--- src/hdl/cpsc_consts.vh ---
`ifndef CPSC_CONSTS_VH
`define CPSC_CONSTS_VH
// clock rate in kHz
`define CPSC_CLK_KHZ 250000
// detection delays in their own units (nominal)
`define CPSC_OVCHG_MS 100
`define CPSC_OVDIS_MS 80
`define CPSC_OVCUR_MS 10
`define CPSC_ABCHG_MS 12
`define CPSC_SHORT_US 180
`define CPSC_PDOWN_MS 1500
// cycle counts derived from the rate
`define CPSC_OVCHG_CYC (`CPSC_OVCHG_MS * `CPSC_CLK_KHZ)
`define CPSC_OVDIS_CYC (`CPSC_OVDIS_MS * `CPSC_CLK_KHZ)
`define CPSC_OVCUR_CYC (`CPSC_OVCUR_MS * `CPSC_CLK_KHZ)
`define CPSC_ABCHG_CYC (`CPSC_ABCHG_MS * `CPSC_CLK_KHZ)
`define CPSC_SHORT_CYC ((`CPSC_SHORT_US * `CPSC_CLK_KHZ) / 1000)
`define CPSC_PDOWN_CYC (`CPSC_PDOWN_MS * `CPSC_CLK_KHZ)
// ship-mode pulse count
`define CPSC_SHIP_PULSES 3
`define CPSC_CNT_W 32
`endif

--- src/hdl/cpsc_ctrl.v ---
`timescale 1ns/1ns
`include "cpsc_consts.vh"
// Function
// - no fault: charge and discharge enabled
// - overcharge held for delay: stop charging
// - below release voltage: leave overcharge
// - discharging starts: leave overcharge
// - undervoltage held for delay: stop discharging
// - pull-up on in overdischarge, power-down
// - power-down 1.5 s after overdischarge
// - charger detected: leave power-down
// - switch stays off until cell recovers
// - above release voltage: back to normal
// - overcurrent held for delay: stop discharging
// - load short: discharge off within delay
// - pull-down on in overcurrent
// - load removed: leave overcurrent
// - abnormal charge held: stop charging
// - three ship pulses: deep sleep
// - charger detected with no overcharge, overdischarge or short wakes sleep
module cpsc_ctrl #(
  parameter OVCHG_CYC = `CPSC_OVCHG_CYC,
  parameter OVDIS_CYC = `CPSC_OVDIS_CYC,
  parameter OVCUR_CYC = `CPSC_OVCUR_CYC,
  parameter ABCHG_CYC = `CPSC_ABCHG_CYC,
  parameter SHORT_CYC = `CPSC_SHORT_CYC,
  parameter PDOWN_CYC = `CPSC_PDOWN_CYC
) (
  // clock and reset
  input wire sys_clk,
  input wire rst_n,
  // comparator flags, asynchronous
  input wire cell_above_ovchg,
  input wire cell_below_ovchg_rel,
  input wire cell_below_ovdis,
  input wire cell_above_ovdis_rel,
  input wire sense_above_ovcur,
  input wire sense_load_short,
  input wire sense_below_chg_det,
  input wire charger_detect,
  input wire charging,
  input wire discharging,
  // ship-mode pin, open drain from host, read only
  input wire ship_mode_pin_in,
  // switch and pin controls
  output reg chg_en_reg,
  output reg dis_en_reg,
  output reg pullup_en_reg,
  output reg pulldown_en_reg,
  output reg power_down_reg,
  output reg deep_sleep_reg,
  output reg [5:0] state_out_reg
);
  localparam W = `CPSC_CNT_W;
  localparam [5:0] ST_NORM = 6'h01;
  localparam [5:0] ST_OVCHG = 6'h02;
  localparam [5:0] ST_OVDIS = 6'h04;
  localparam [5:0] ST_PDOWN = 6'h08;
  localparam [5:0] ST_OVCUR = 6'h10;
  localparam [5:0] ST_SLEEP = 6'h20;
  localparam [1:0] SHIP_N = `CPSC_SHIP_PULSES;

  // two-flop synchronisers, first stage read only by second
  reg [10:0] s1_reg;
  reg [10:0] s2_reg;
  wire [10:0] raw = {ship_mode_pin_in, discharging, charging, charger_detect, sense_below_chg_det,
    sense_load_short, sense_above_ovcur, cell_above_ovdis_rel, cell_below_ovdis,
    cell_below_ovchg_rel, cell_above_ovchg};
  always @(posedge sys_clk or negedge rst_n) begin
    if (!rst_n) begin
      s1_reg <= 11'h400;
      s2_reg <= 11'h400;
    end else begin
      s1_reg <= raw;
      s2_reg <= s1_reg;
    end
  end
  wire ovchg = s2_reg[0];
  wire ovchg_rel = s2_reg[1];
  wire ovdis = s2_reg[2];
  wire ovdis_rel = s2_reg[3];
  wire ovcur = s2_reg[4];
  wire lshort = s2_reg[5];
  wire below_det = s2_reg[6];
  wire chg_det = s2_reg[7];
  wire chg_act = s2_reg[8];
  wire dis_act = s2_reg[9];
  wire ship = s2_reg[10];

  reg [5:0] state_reg;
  reg [5:0] state_next;
  reg ship_d_reg;
  reg [1:0] pulse_cnt_reg;
  reg chg_block_reg;
  wire ship_fall = ship_d_reg & ~ship;
  wire in_norm = state_reg == ST_NORM;

  wire t_ovchg;
  wire t_ovdis;
  wire t_ovcur;
  wire t_abchg;
  wire t_short;
  wire t_pdown;
  cpsc_delay_timer #(.W(W)) u_ovchg (.sys_clk(sys_clk), .rst_n(rst_n),
    .cond(in_norm & chg_act & ovchg), .limit(OVCHG_CYC[W-1:0]), .expired_reg(t_ovchg));
  cpsc_delay_timer #(.W(W)) u_ovdis (.sys_clk(sys_clk), .rst_n(rst_n),
    .cond(in_norm & dis_act & ovdis), .limit(OVDIS_CYC[W-1:0]), .expired_reg(t_ovdis));
  cpsc_delay_timer #(.W(W)) u_ovcur (.sys_clk(sys_clk), .rst_n(rst_n),
    .cond(in_norm & dis_act & ovcur), .limit(OVCUR_CYC[W-1:0]), .expired_reg(t_ovcur));
  cpsc_delay_timer #(.W(W)) u_abchg (.sys_clk(sys_clk), .rst_n(rst_n),
    .cond(in_norm & chg_act & below_det), .limit(ABCHG_CYC[W-1:0]), .expired_reg(t_abchg));
  // short delay, shorter than the limit max
  cpsc_delay_timer #(.W(W)) u_short (.sys_clk(sys_clk), .rst_n(rst_n),
    .cond(in_norm & lshort), .limit(SHORT_CYC[W-1:0]), .expired_reg(t_short));
  cpsc_delay_timer #(.W(W)) u_pdown (.sys_clk(sys_clk), .rst_n(rst_n),
    .cond(state_reg == ST_OVDIS), .limit(PDOWN_CYC[W-1:0]), .expired_reg(t_pdown));

  always @* begin
    state_next = state_reg;
    case (state_reg)
      ST_NORM: begin
        if (ship_fall && pulse_cnt_reg == SHIP_N - 2'h1)
          state_next = ST_SLEEP;
        else if (t_short || t_ovcur)
          state_next = ST_OVCUR;
        else if (t_ovdis)
          state_next = ST_OVDIS;
        else if (t_ovchg)
          state_next = ST_OVCHG;
      end
      ST_OVCHG: begin
        if (ovchg_rel || dis_act)
          state_next = ST_NORM;
      end
      ST_OVDIS: begin
        if (ovdis_rel)
          state_next = ST_NORM;
        else if (t_pdown)
          state_next = ST_PDOWN;
      end
      ST_PDOWN: begin
        if (chg_det)
          state_next = ST_OVDIS;
      end
      ST_OVCUR: begin
        if (!ovcur && !lshort)
          state_next = ST_NORM;
      end
      ST_SLEEP: begin
        if (chg_det && !ovdis && !ovchg && !lshort)
          state_next = ST_NORM;
      end
      default: state_next = ST_NORM;
    endcase
  end

  always @(posedge sys_clk or negedge rst_n) begin
    if (!rst_n) begin
      state_reg <= ST_NORM;
      ship_d_reg <= 1'b1;
      pulse_cnt_reg <= 2'h0;
      chg_block_reg <= 1'b0;
    end else begin
      state_reg <= state_next;
      ship_d_reg <= ship;
      // pulses count only in normal; any other state forgets them
      if (!in_norm)
        pulse_cnt_reg <= 2'h0;
      else if (ship_fall)
        pulse_cnt_reg <= pulse_cnt_reg + 2'h1;
      if (t_abchg)
        chg_block_reg <= 1'b1;
      else if (!chg_det && !chg_act)
        chg_block_reg <= 1'b0;
    end
  end

  always @(posedge sys_clk or negedge rst_n) begin
    if (!rst_n) begin
      chg_en_reg <= 1'b1;
      dis_en_reg <= 1'b1;
      pullup_en_reg <= 1'b0;
      pulldown_en_reg <= 1'b0;
      power_down_reg <= 1'b0;
      deep_sleep_reg <= 1'b0;
      state_out_reg <= ST_NORM;
    end else begin
      chg_en_reg <= (state_next == ST_NORM || state_next == ST_OVCUR) && !chg_block_reg && !t_abchg;
      dis_en_reg <= state_next == ST_NORM || state_next == ST_OVCHG;
      pullup_en_reg <= state_next == ST_OVDIS || state_next == ST_PDOWN;
      pulldown_en_reg <= state_next == ST_OVCUR;
      power_down_reg <= state_next == ST_PDOWN;
      deep_sleep_reg <= state_next == ST_SLEEP;
      state_out_reg <= state_next;
    end
  end
endmodule // cpsc_ctrl

--- src/hdl/cpsc_delay_timer.v ---
`timescale 1ns/1ns
// qualifies a level: fires once the level has held for limit cycles
module cpsc_delay_timer #(
  parameter W = 32
) (
  // clock and reset
  input wire sys_clk,
  input wire rst_n,
  // level and limit
  input wire cond,
  input wire [W-1:0] limit,
  // qualified output
  output reg expired_reg
);
  reg [W-1:0] cnt_reg;
  always @(posedge sys_clk or negedge rst_n) begin
    if (!rst_n) begin
      cnt_reg <= {W{1'b0}};
      expired_reg <= 1'b0;
    end else if (!cond) begin
      cnt_reg <= {W{1'b0}};
      expired_reg <= 1'b0;
    end else if (cnt_reg + {{(W-1){1'b0}}, 1'b1} >= limit) begin
      expired_reg <= 1'b1;
    end else begin
      cnt_reg <= cnt_reg + {{(W-1){1'b0}}, 1'b1};
    end
  end
endmodule // cpsc_delay_timer

--- config.mk ---
export PLATFORM = sky130hd
export DESIGN_NAME = cpsc_ctrl
export DESIGN_NICKNAME = d
export VERILOG_FILES = /design/src/hdl/cpsc_ctrl.v /design/src/hdl/cpsc_delay_timer.v
export VERILOG_INCLUDE_DIRS = /design/src /design/src/hdl
export SDC_FILE = /design/constraint.sdc
export NUM_CORES = 1
export LEC_CHECK = 0
export ABC_AREA = 0
export BUFFER_PORTS_ARGS = -buffer_cell sky130_fd_sc_hd__buf_2
export CORE_UTILIZATION = 62
export CTS_BUF_LIST = sky130_fd_sc_hd__clkbuf_4 sky130_fd_sc_hd__clkbuf_8
export DETAILED_ROUTE_END_ITERATION = 12
export PLACE_DENSITY = 0.79
export SLEW_MARGIN = 15
export SYNTH_ARGS = -nofsm -noshare
export SYNTH_HDL_FRONTEND = slang
export SYNTH_HIERARCHICAL = 1
export SYNTH_SLANG_ARGS = --single-unit
--- constraint.sdc ---
create_clock -name sys_clk -period 10 [get_ports sys_clk]
set_input_delay 1 -clock sys_clk [delete_from_list [all_inputs] [get_ports sys_clk]]
set_output_delay 1 -clock sys_clk [all_outputs]
set_load 0.01 [all_outputs]
# Word level (Yosys, flattened, before mapping)
# Index checks and enable logic that the tools add are counted.
[totals]
regBits = 236
input_bits = 13
output_inout_bits = 12
elab_cells = 133
[classes]
addsub = 7
n_lt_le_gt_ge = 6
eq_ne = 26
n_mux = 39
bitwise_logic = 9
reduce_logical = 22
[op_table]
columns = ["operator", "n"]
rows = [
  ["32-bit two-way mux", 12],
  ["32-bit by 1-bit adder with 32-bit output (second input constant)", 6],
  ["32-bit by 22-bit greater-or-equal comparator with 1-bit output (second input constant)", 2],
  ["32-bit by 25-bit greater-or-equal comparator with 1-bit output (second input constant)", 2],
  ["6-bit two-way mux", 10],
  ["6-bit case mux with 6 select lines", 1],
  ["32-bit by 16-bit greater-or-equal comparator with 1-bit output (second input constant)", 1],
  ["32-bit by 29-bit greater-or-equal comparator with 1-bit output (second input constant)", 1],
  ["2-bit inequality test (second input constant)", 13],
  ["1-bit two-way mux", 14],
  ["6-bit by 1-bit == test with 1-bit output (second input constant)", 2],
  ["6-bit by 2-bit == test with 1-bit output (second input constant)", 2],
  ["6-bit by 3-bit == test with 1-bit output (second input constant)", 2],
  ["6-bit by 4-bit == test with 1-bit output (second input constant)", 2],
  ["6-bit by 5-bit == test with 1-bit output (second input constant)", 2],
  ["6-bit == test (second input constant)", 2],
  ["1-bit AND", 8],
  ["1-bit logical AND", 8],
  ["1-bit zero test", 8],
  ["1-bit logical OR", 5],
  ["2-bit two-way mux", 2],
  ["2-bit by 1-bit adder with 2-bit output (second input constant)", 1],
  ["2-bit == test (second input constant)", 1],
  ["2-bit nonzero test", 1],
  ["1-bit inverter", 1],
]

# Depth between registers and ports, before layout
# Gate-level depths: netlist of the first run.
[logic_depth]
word_depth = 10
mapped_depth = 18
depth_no_buf = 15

# Modules after synthesis
# The synthesis of the first run kept the hierarchy.
[modules_own_cells]
columns = ["mod", "instances", "cells_each", "area_per_inst_um2", "seq_area_each_um2"]
rows = [
  ["cpsc_delay_timer", 6, 343, 2864.0, 825.8],
  ["cpsc_ctrl", 1, 113, 1472.7, 958.4],
]

# Worst setup path after synthesis of the first run
# OpenSTA, ideal clock, no wires.
[synth_timing]
kind = "reg2reg"
start = "register u_abchg.cnt_reg[0]"
end = "register u_abchg.cnt_reg[2]"
setup_time_ns = 0.078
t_arrival_ns = 3.820
t_required_ns = 9.922
path_slack_ns = 6.102
path_stages_with_launch = 18
n_path_buf = 3
synth_period_minus_slack_ns = 3.898
path_cell_list = "dfrtp_1 > ha_1 > nand3_2 > or3_1 > buf_6 > or4_1 > buf_2 > nor2_1 > xnor2_1 > ha_1 > and4_1 > nor2b_1 > a22oi_1 > nand4b_1 > o211a_1 > buf_2 > or3_2 > a21oi_1"
[synth_between]
elab_chain_len = 3
elab_cells_between_ends = 5
classes_between = "1 x add/sub; 1 x order compare; 1 x eq/ne; 2 x mux"
[synth_lines]
columns = ["item", "line_no", "rtl"]
rows = [
  ["start: declaration", "cpsc_delay_timer.v:15", "reg [W-1:0] cnt_reg;"],
  ["start signal: assignment", "cpsc_delay_timer.v:18", "cnt_reg <= {W{1'b0}};"],
  ["start signal: assignment", "cpsc_delay_timer.v:21", "cnt_reg <= {W{1'b0}};"],
  ["start signal: assignment", "cpsc_delay_timer.v:26", "cnt_reg <= cnt_reg + {{(W-1){1'b0}}, 1'b1};"],
  ["32-bit by 1-bit adder with 32-bit output (*)", "cpsc_delay_timer.v:23, cpsc_delay_timer.v:26", ""],
  ["32-bit by 22-bit greater-or-equal comparator with 1-bit output or 32-bit two-way mux (tied branches)", "cpsc_delay_timer.v:23", "end else if (cnt_reg + {{(W-1){1'b0}}, 1'b1} >= limit) begin"],
  ["2-bit inequality test (no source line) or 32-bit two-way mux (tied branches)", "n/a", ""],
]
# Every way passes the cells marked *; elsewhere a longest branch is shown, timed or not. The select of a mux whose other input is x is not followed.
# A chain may end at the register's enable or synchronous reset.

# Final worst setup path of the first run
[layout_timing]
start = "register u_abchg.cnt_reg[2]"
end = "register u_abchg.cnt_reg[10]"
# The elaborated chain is that of the path after synthesis.

==> reports/metrics.yaml, run 1 <==
status: "finished clean"
finalCriticalPeriod_ns: 4.91
startpoint_type: "flop"
pwr-share-clk_pct: 45.0
final.setup.tns_ns: 0
fp-row-count: 63
cts_buffer_depth: 3
worst_pin_slew_ns: 1.07
crit_type: "reg2reg"
area_delta_synth_final_pct: 10.1
antenna_found_initial: 1
path_cells: "nand3_2, nor2_4, nand4_1, or4_4, or2_2, xnor2_1, ha_1, a21oi_1, o21ai_0, a211oi_1, nand4b_1, o211a_1, buf_4, or4_2, a21oi_1"
intPower_mw: 1.67
avgSynthCellArea_um2: 8.59
hold_path_class: "reg2reg"
final_max_slew_viol_count: 0
num_vias: 16000
final_cell_mix: "dfrtp_1 (230), a21oi_1 (225), inv_1 (224)"
synthTopCellsByArea: "dfrtp_1 (31%), ha_1 (13%), a21oi_1 (6.0%)"
netlist-cell-type-count: 67
htreeDepth: 2
ant_nets: 0
layout-drive-gt1-share_pct: 8.82
swShare_pct: 26.9
rsz0062_at_grt: "no"
worst_ep_arrival_time_ns: 5.38
firstDrtPassIters: 5
vias_per_cell: 5.75
cts_hold_buffers: 0
clock-sinks: 236
cts_resized: 0
die_area_um2: 30800
combPwrFrac_pct: 11.0
cts_tree: "yes"
p_seq_share_pct: 43.9
gr-usage-all-layers_pct: 27.0
nets: 2584
drc: 0
vdd_drop_max_mv: 0.0948
yosysTopAreaCellShare_pct: 30.8
total_power_mw: 2.28
cts-root-buf: "clkbuf_8"
initial_utilization_pct: 62.9
portBuffers: 24
max_slew_margin_pct: 28.5
leakagePower_nw: 9.49
worst-path-max-fanout: 37
p_switching_mw: 0.615
synthFlopType: "dfrtp_1"
finalSetupViolCount: 0
max_freq_mhz: 204
place.gp.congestion: 0.845
hold_viol: 0
cts_buffers: 43
grt_pass1_wl_mm: 70.4
cts_setup_buffers: 0
diodes: 0
cp_top_family: "simple AND/OR/NAND/NOR gates"
hpwlAfterDp_mm: 29.0
cp_slowest_stage_delay_ns: 0.61
cp_common_cell: "a21oi_1"
synth-seq-area-share_pct: 31.7
post-route-util_pct: 69.3
grt_overflow: 0
netlist_instances: 2171
drv_cap: 0
slowest_stage: "or4_4"
first_global_vias: 15500
clkSlewWorstSetupHoldPaths_ns: 0.06
ys_warn_count: 6
wl_per_cell_um: 14.5
synth_edf_count: 0
ys_ff_latch: 236
clk-insertion-delay-late_ns: 0.56
drt-total-wl_mm: 40.4
grt_max_degree: 84
ys_async_sr_fraction_pct: 100
fp.dieW_um: 175
end_kind: "flop"
cp_num_buf_inv: 1
final.setup_skew_ns: 0.0207
power_density_nw_per_um2: 111
yosys.area.top_type: "dfrtp_1"
fp.dieH_um: 175
syn_area_um2: 18700
core_area_um2: 29600
io_pins: 25
final_common_cell: "dfrtp_1"
cp.required_ns: 10.48
fin_crit_sh_pct: 49.1
first_iter_violations: 1143
power groups by stage:
stage	Combinational [mW]	Sequential, mW	Clock, mW
3_3_place_gp	0.240	1.02	0
5_1_grt	0.290	1.01	1.10
6_report	0.252	1.00	1.03
3_5_place_dp	0.249	1.02	0
2_1_floorplan	0.171	1.02	0
4_1_cts	0.251	1.00	1.05
cell usage after synthesis, types with 19 or more instances:
cell,instances
inv_1,224
o31ai_1,37
ha_1,199
nor2_1,100
buf_2,30
or4_1,72
nor3_1,19
nand2_1,166
a21oi_1,225
o211ai_1,30
or3_2,24
o21ai_0,152
nand4_1,55
xnor2_1,127
nand3_1,49
or3_1,114
xor2_1,61
dfrtp_1,230
final timing paths:
kind,start,to,slack (ns),cells past startpoint
setup reg to reg,u_abchg/cnt_reg[2]$_DFFE_PN0P_,u_abchg/cnt_reg[10]$_DFFE_PN0P_,5.09,15
min in group asynchronous,rst_n,u_pdown/cnt_reg[10]$_DFFE_PN0P_,0.43,1
max in group asynchronous,rst_n,u_abchg/cnt_reg[20]$_DFFE_PN0P_,8.06,2
hold / removal,s1_reg[6]$_DFF_PN0_,s2_reg[6]$_DFF_PN0_,0.33,0
setup / recovery,u_abchg/cnt_reg[2]$_DFFE_PN0P_,u_abchg/cnt_reg[10]$_DFFE_PN0P_,5.09,15
hold reg to reg,s1_reg[6]$_DFF_PN0_,s2_reg[6]$_DFF_PN0_,0.33,0
cell families after synthesis:
family                   after synthesis  synth area share [%]
other                                  2                0.0403
flip-flops                           236                  31.7
AO/OA/AOI/OAI                        514                  16.1
AND/OR/NAND/NOR                      734                  22.6
multiplexers                           6                 0.322
buffers and inverters                292                  7.07
adder cells (fa/ha/maj)              199                  13.3
XOR/XNOR                             188                  8.83
metal layers:
metal | vias to the layer above | GRT usage (%) | share of wire [%] | wire (µm)
li1 | 8018 | - | - | -
met1 | 7645 | 36.1 | 46 | 18500
met2 | 307 | 45.5 | 47 | 19200
met3 | 74 | 3.83 | 4.3 | 1730
met4 | 2 | 8.15 | 2.4 | 983
met5 | - | 0 | 0.032 | 13
metrics by stage:
stage	hold slack [ns]	cell area, µm²	setup WS, ns	std cells
after floorplan	0.331	19400	6.10	2361
after global placement	0.336	19600	5.28	2717
after detailed placement	0.335	19600	5.11	2717
after CTS	0.335	20500	5.10	2793
after global routing	0.355	20500	4.65	2793
final	0.335	20500	5.09	2793
cell type report:
class	count	area [µm²]
tap	390	488
clock buffer	61	777
timing repair buffer	34	205
multi-input combinational	1833	12100
sequential	236	5910
fill	2426	9090
inverter	224	841
clock inverter	15	186
Power figures use the tool's default switching activity.
==> run 2, diff against run 1 <==
clock period = 4.6 ns   (was 10 ns; I/O delays follow)
==> run 2 against run 1 <==
Compared with the run above: fmax up 12%; critical path type unchanged; clock-buffer cell count rose by 1; die area unchanged; clock skew rose by 0.019 ns; power grew 120%; first-iteration DRC count shrank 3.0%; largest cell class unchanged; sequential share of layout area is 0.58 points lower; routed wire length rose by 1.9%; clock power up 130%; non-clock buffer count grew 25; setup slack worse by 4.9 ns; critical endpoint is now u_abchg/cnt_reg[3]$_DFFE_PN0P_; design area grew 2.1%.
==> reports/metrics.yaml, run 2 (synthesis gave the netlist of run 1 again) <==
grt_max_degree: 112
wl_per_cell_um: 14.6
antenna_found_initial: 1
io_pins: 25
worst_pin_slew_ns: 1.09
fin_crit_sh_pct: 95.1
first_iter_violations: 1109
first_global_vias: 15500
portBuffers: 24
fp.dieW_um: 175
num_vias: 16100
final_max_slew_viol_count: 0
layout-drive-gt1-share_pct: 10.2
grt_overflow: 0
fp.dieH_um: 175
power_density_nw_per_um2: 242
final_cell_mix: "dfrtp_1 (227), a21oi_1 (225), inv_1 (224)"
regToRegSetupSlack_ns: 0.23
ant_nets: 0
holdWs_ns: 0.0356
finalCriticalPeriod_ns: 4.37
max_freq_mhz: 229
crit_type: "reg2reg"
clk-insertion-delay-late_ns: 0.57
die_area_um2: 30800
hold_path_class: "in2reg"
core_area_um2: 29600
clock-sinks: 236
max_slew_margin_pct: 27.4
cp.required_ns: 5.06
final.setup_skew_ns: 0.0395
total_power_mw: 5.09
vias_per_cell: 5.72
cts_buffer_depth: 3
startpoint_type: "flop"
area_delta_synth_final_pct: 12.5
drv_cap: 0
htreeDepth: 2
end_kind: "flop"
nets: 2608
clkSlewWorstSetupHoldPaths_ns: 0.07
worst-path-max-fanout: 63
final.setup.tns_ns: 0
vdd_drop_max_mv: 0.347
initial_utilization_pct: 62.9
cts_buffers: 42
grt_pass1_wl_mm: 70.1
cts_tree: "yes"
drt-total-wl_mm: 41.2
status: "finished clean"
hpwlAfterDp_mm: 29.3
final_common_cell: "dfrtp_1"
place.gp.congestion: 0.834
firstDrtPassIters: 5
finalSetupViolCount: 0
gr-usage-all-layers_pct: 27.0
cts-root-buf: "clkbuf_8"
fp-row-count: 63
drc: 0
hold_viol: 0
worst_ep_arrival_time_ns: 4.83
leakagePower_nw: 9.66
[run 2: repair_timing]
action / in CTS / in global routing
buffers inserted: 0 / 4
hold endpoints to repair: 12 / 0
endpoints found under the setup margin: 0 / 90
hold buffers: 9 / 0
gates resized for setup: 0 / 23
[run 2: worst max-delay path, stage by stage, from the launching register on]
cell and delay (ns):
dfrtp_1 0.44, nand3_2 0.19, nor2_4 0.20, nand4_1 0.18
buf_4 0.19, nor2_1 0.14, nand2_1 0.18, nor2_1 0.16
xor2_1 0.23, ha_1 0.21, nand4_1 0.18, or3_1 0.38
or4_1 0.60, nand4b_1 0.13, o211a_1 0.20, buf_12 0.24
o21ai_0 0.16, a21oi_1 0.23
[run 2: path summary, 6_finish.rpt]
kind | startpoint | endpoint | cells past startpoint
worst max-delay path | u_abchg/cnt_reg[0]$_DFFE_PN0P_ | u_abchg/cnt_reg[3]$_DFFE_PN0P_ | 17
worst min-delay path | cell_below_ovchg_rel | s1_reg[1]$_DFF_PN0_ | 1
worst max register to register | u_abchg/cnt_reg[0]$_DFFE_PN0P_ | u_abchg/cnt_reg[3]$_DFFE_PN0P_ | 17
worst min register to register | s1_reg[6]$_DFF_PN0_ | s2_reg[6]$_DFF_PN0_ | 0
max in group asynchronous | rst_n | u_abchg/cnt_reg[8]$_DFFE_PN0P_ | 3
min in group asynchronous | rst_n | u_pdown/cnt_reg[10]$_DFFE_PN0P_ | 2
[run 2: per-layer routing]
metal | vias to the layer above | global-route usage (%) | share of wire (%)
li1 | 8051 | - | -
met5 | - | 0 | 0
met1 | 7645 | 35.3 | 44
met2 | 351 | 46.5 | 49
met3 | 75 | 3.33 | 4.3
met4 | 0 | 8.80 | 2.4
[run 2: area by class of cell]
class	instances	area, µm²
well taps	390	488
fillers	2401	8650
clock inverters	15	220
clock buffers	62	791
diodes	1	2.50
inverters	224	841
multi-input cells	1833	12200
repair buffers	59	515
flip-flops and latches	236	5920
[run 2: power by group]
part	total, mW	switching (mW)	internal [mW]
Clock	2.35	0.947	1.40
Sequential	2.19	0.0519	2.13
Combinational	0.555	0.371	0.183
Total	5.09	1.37	3.72
[run 2: stage by stage]
| step | instance area [µm²] | cells | util (%) | worst slack (ns) |
|---|---|---|---|---|
| after detailed placement | 19700 | 2728 | 66.6 | 0.118 |
| final | 21000 | 2820 | 70.8 | 0.228 |
| after global placement | 19700 | 2728 | 66.6 | 0.229 |
| after floorplan | 19400 | 2361 | - | 0.702 |
| after global routing | 21000 | 2820 | 70.8 | -0.0420 |
| after CTS | 20800 | 2814 | 70.3 | 0.0901 |
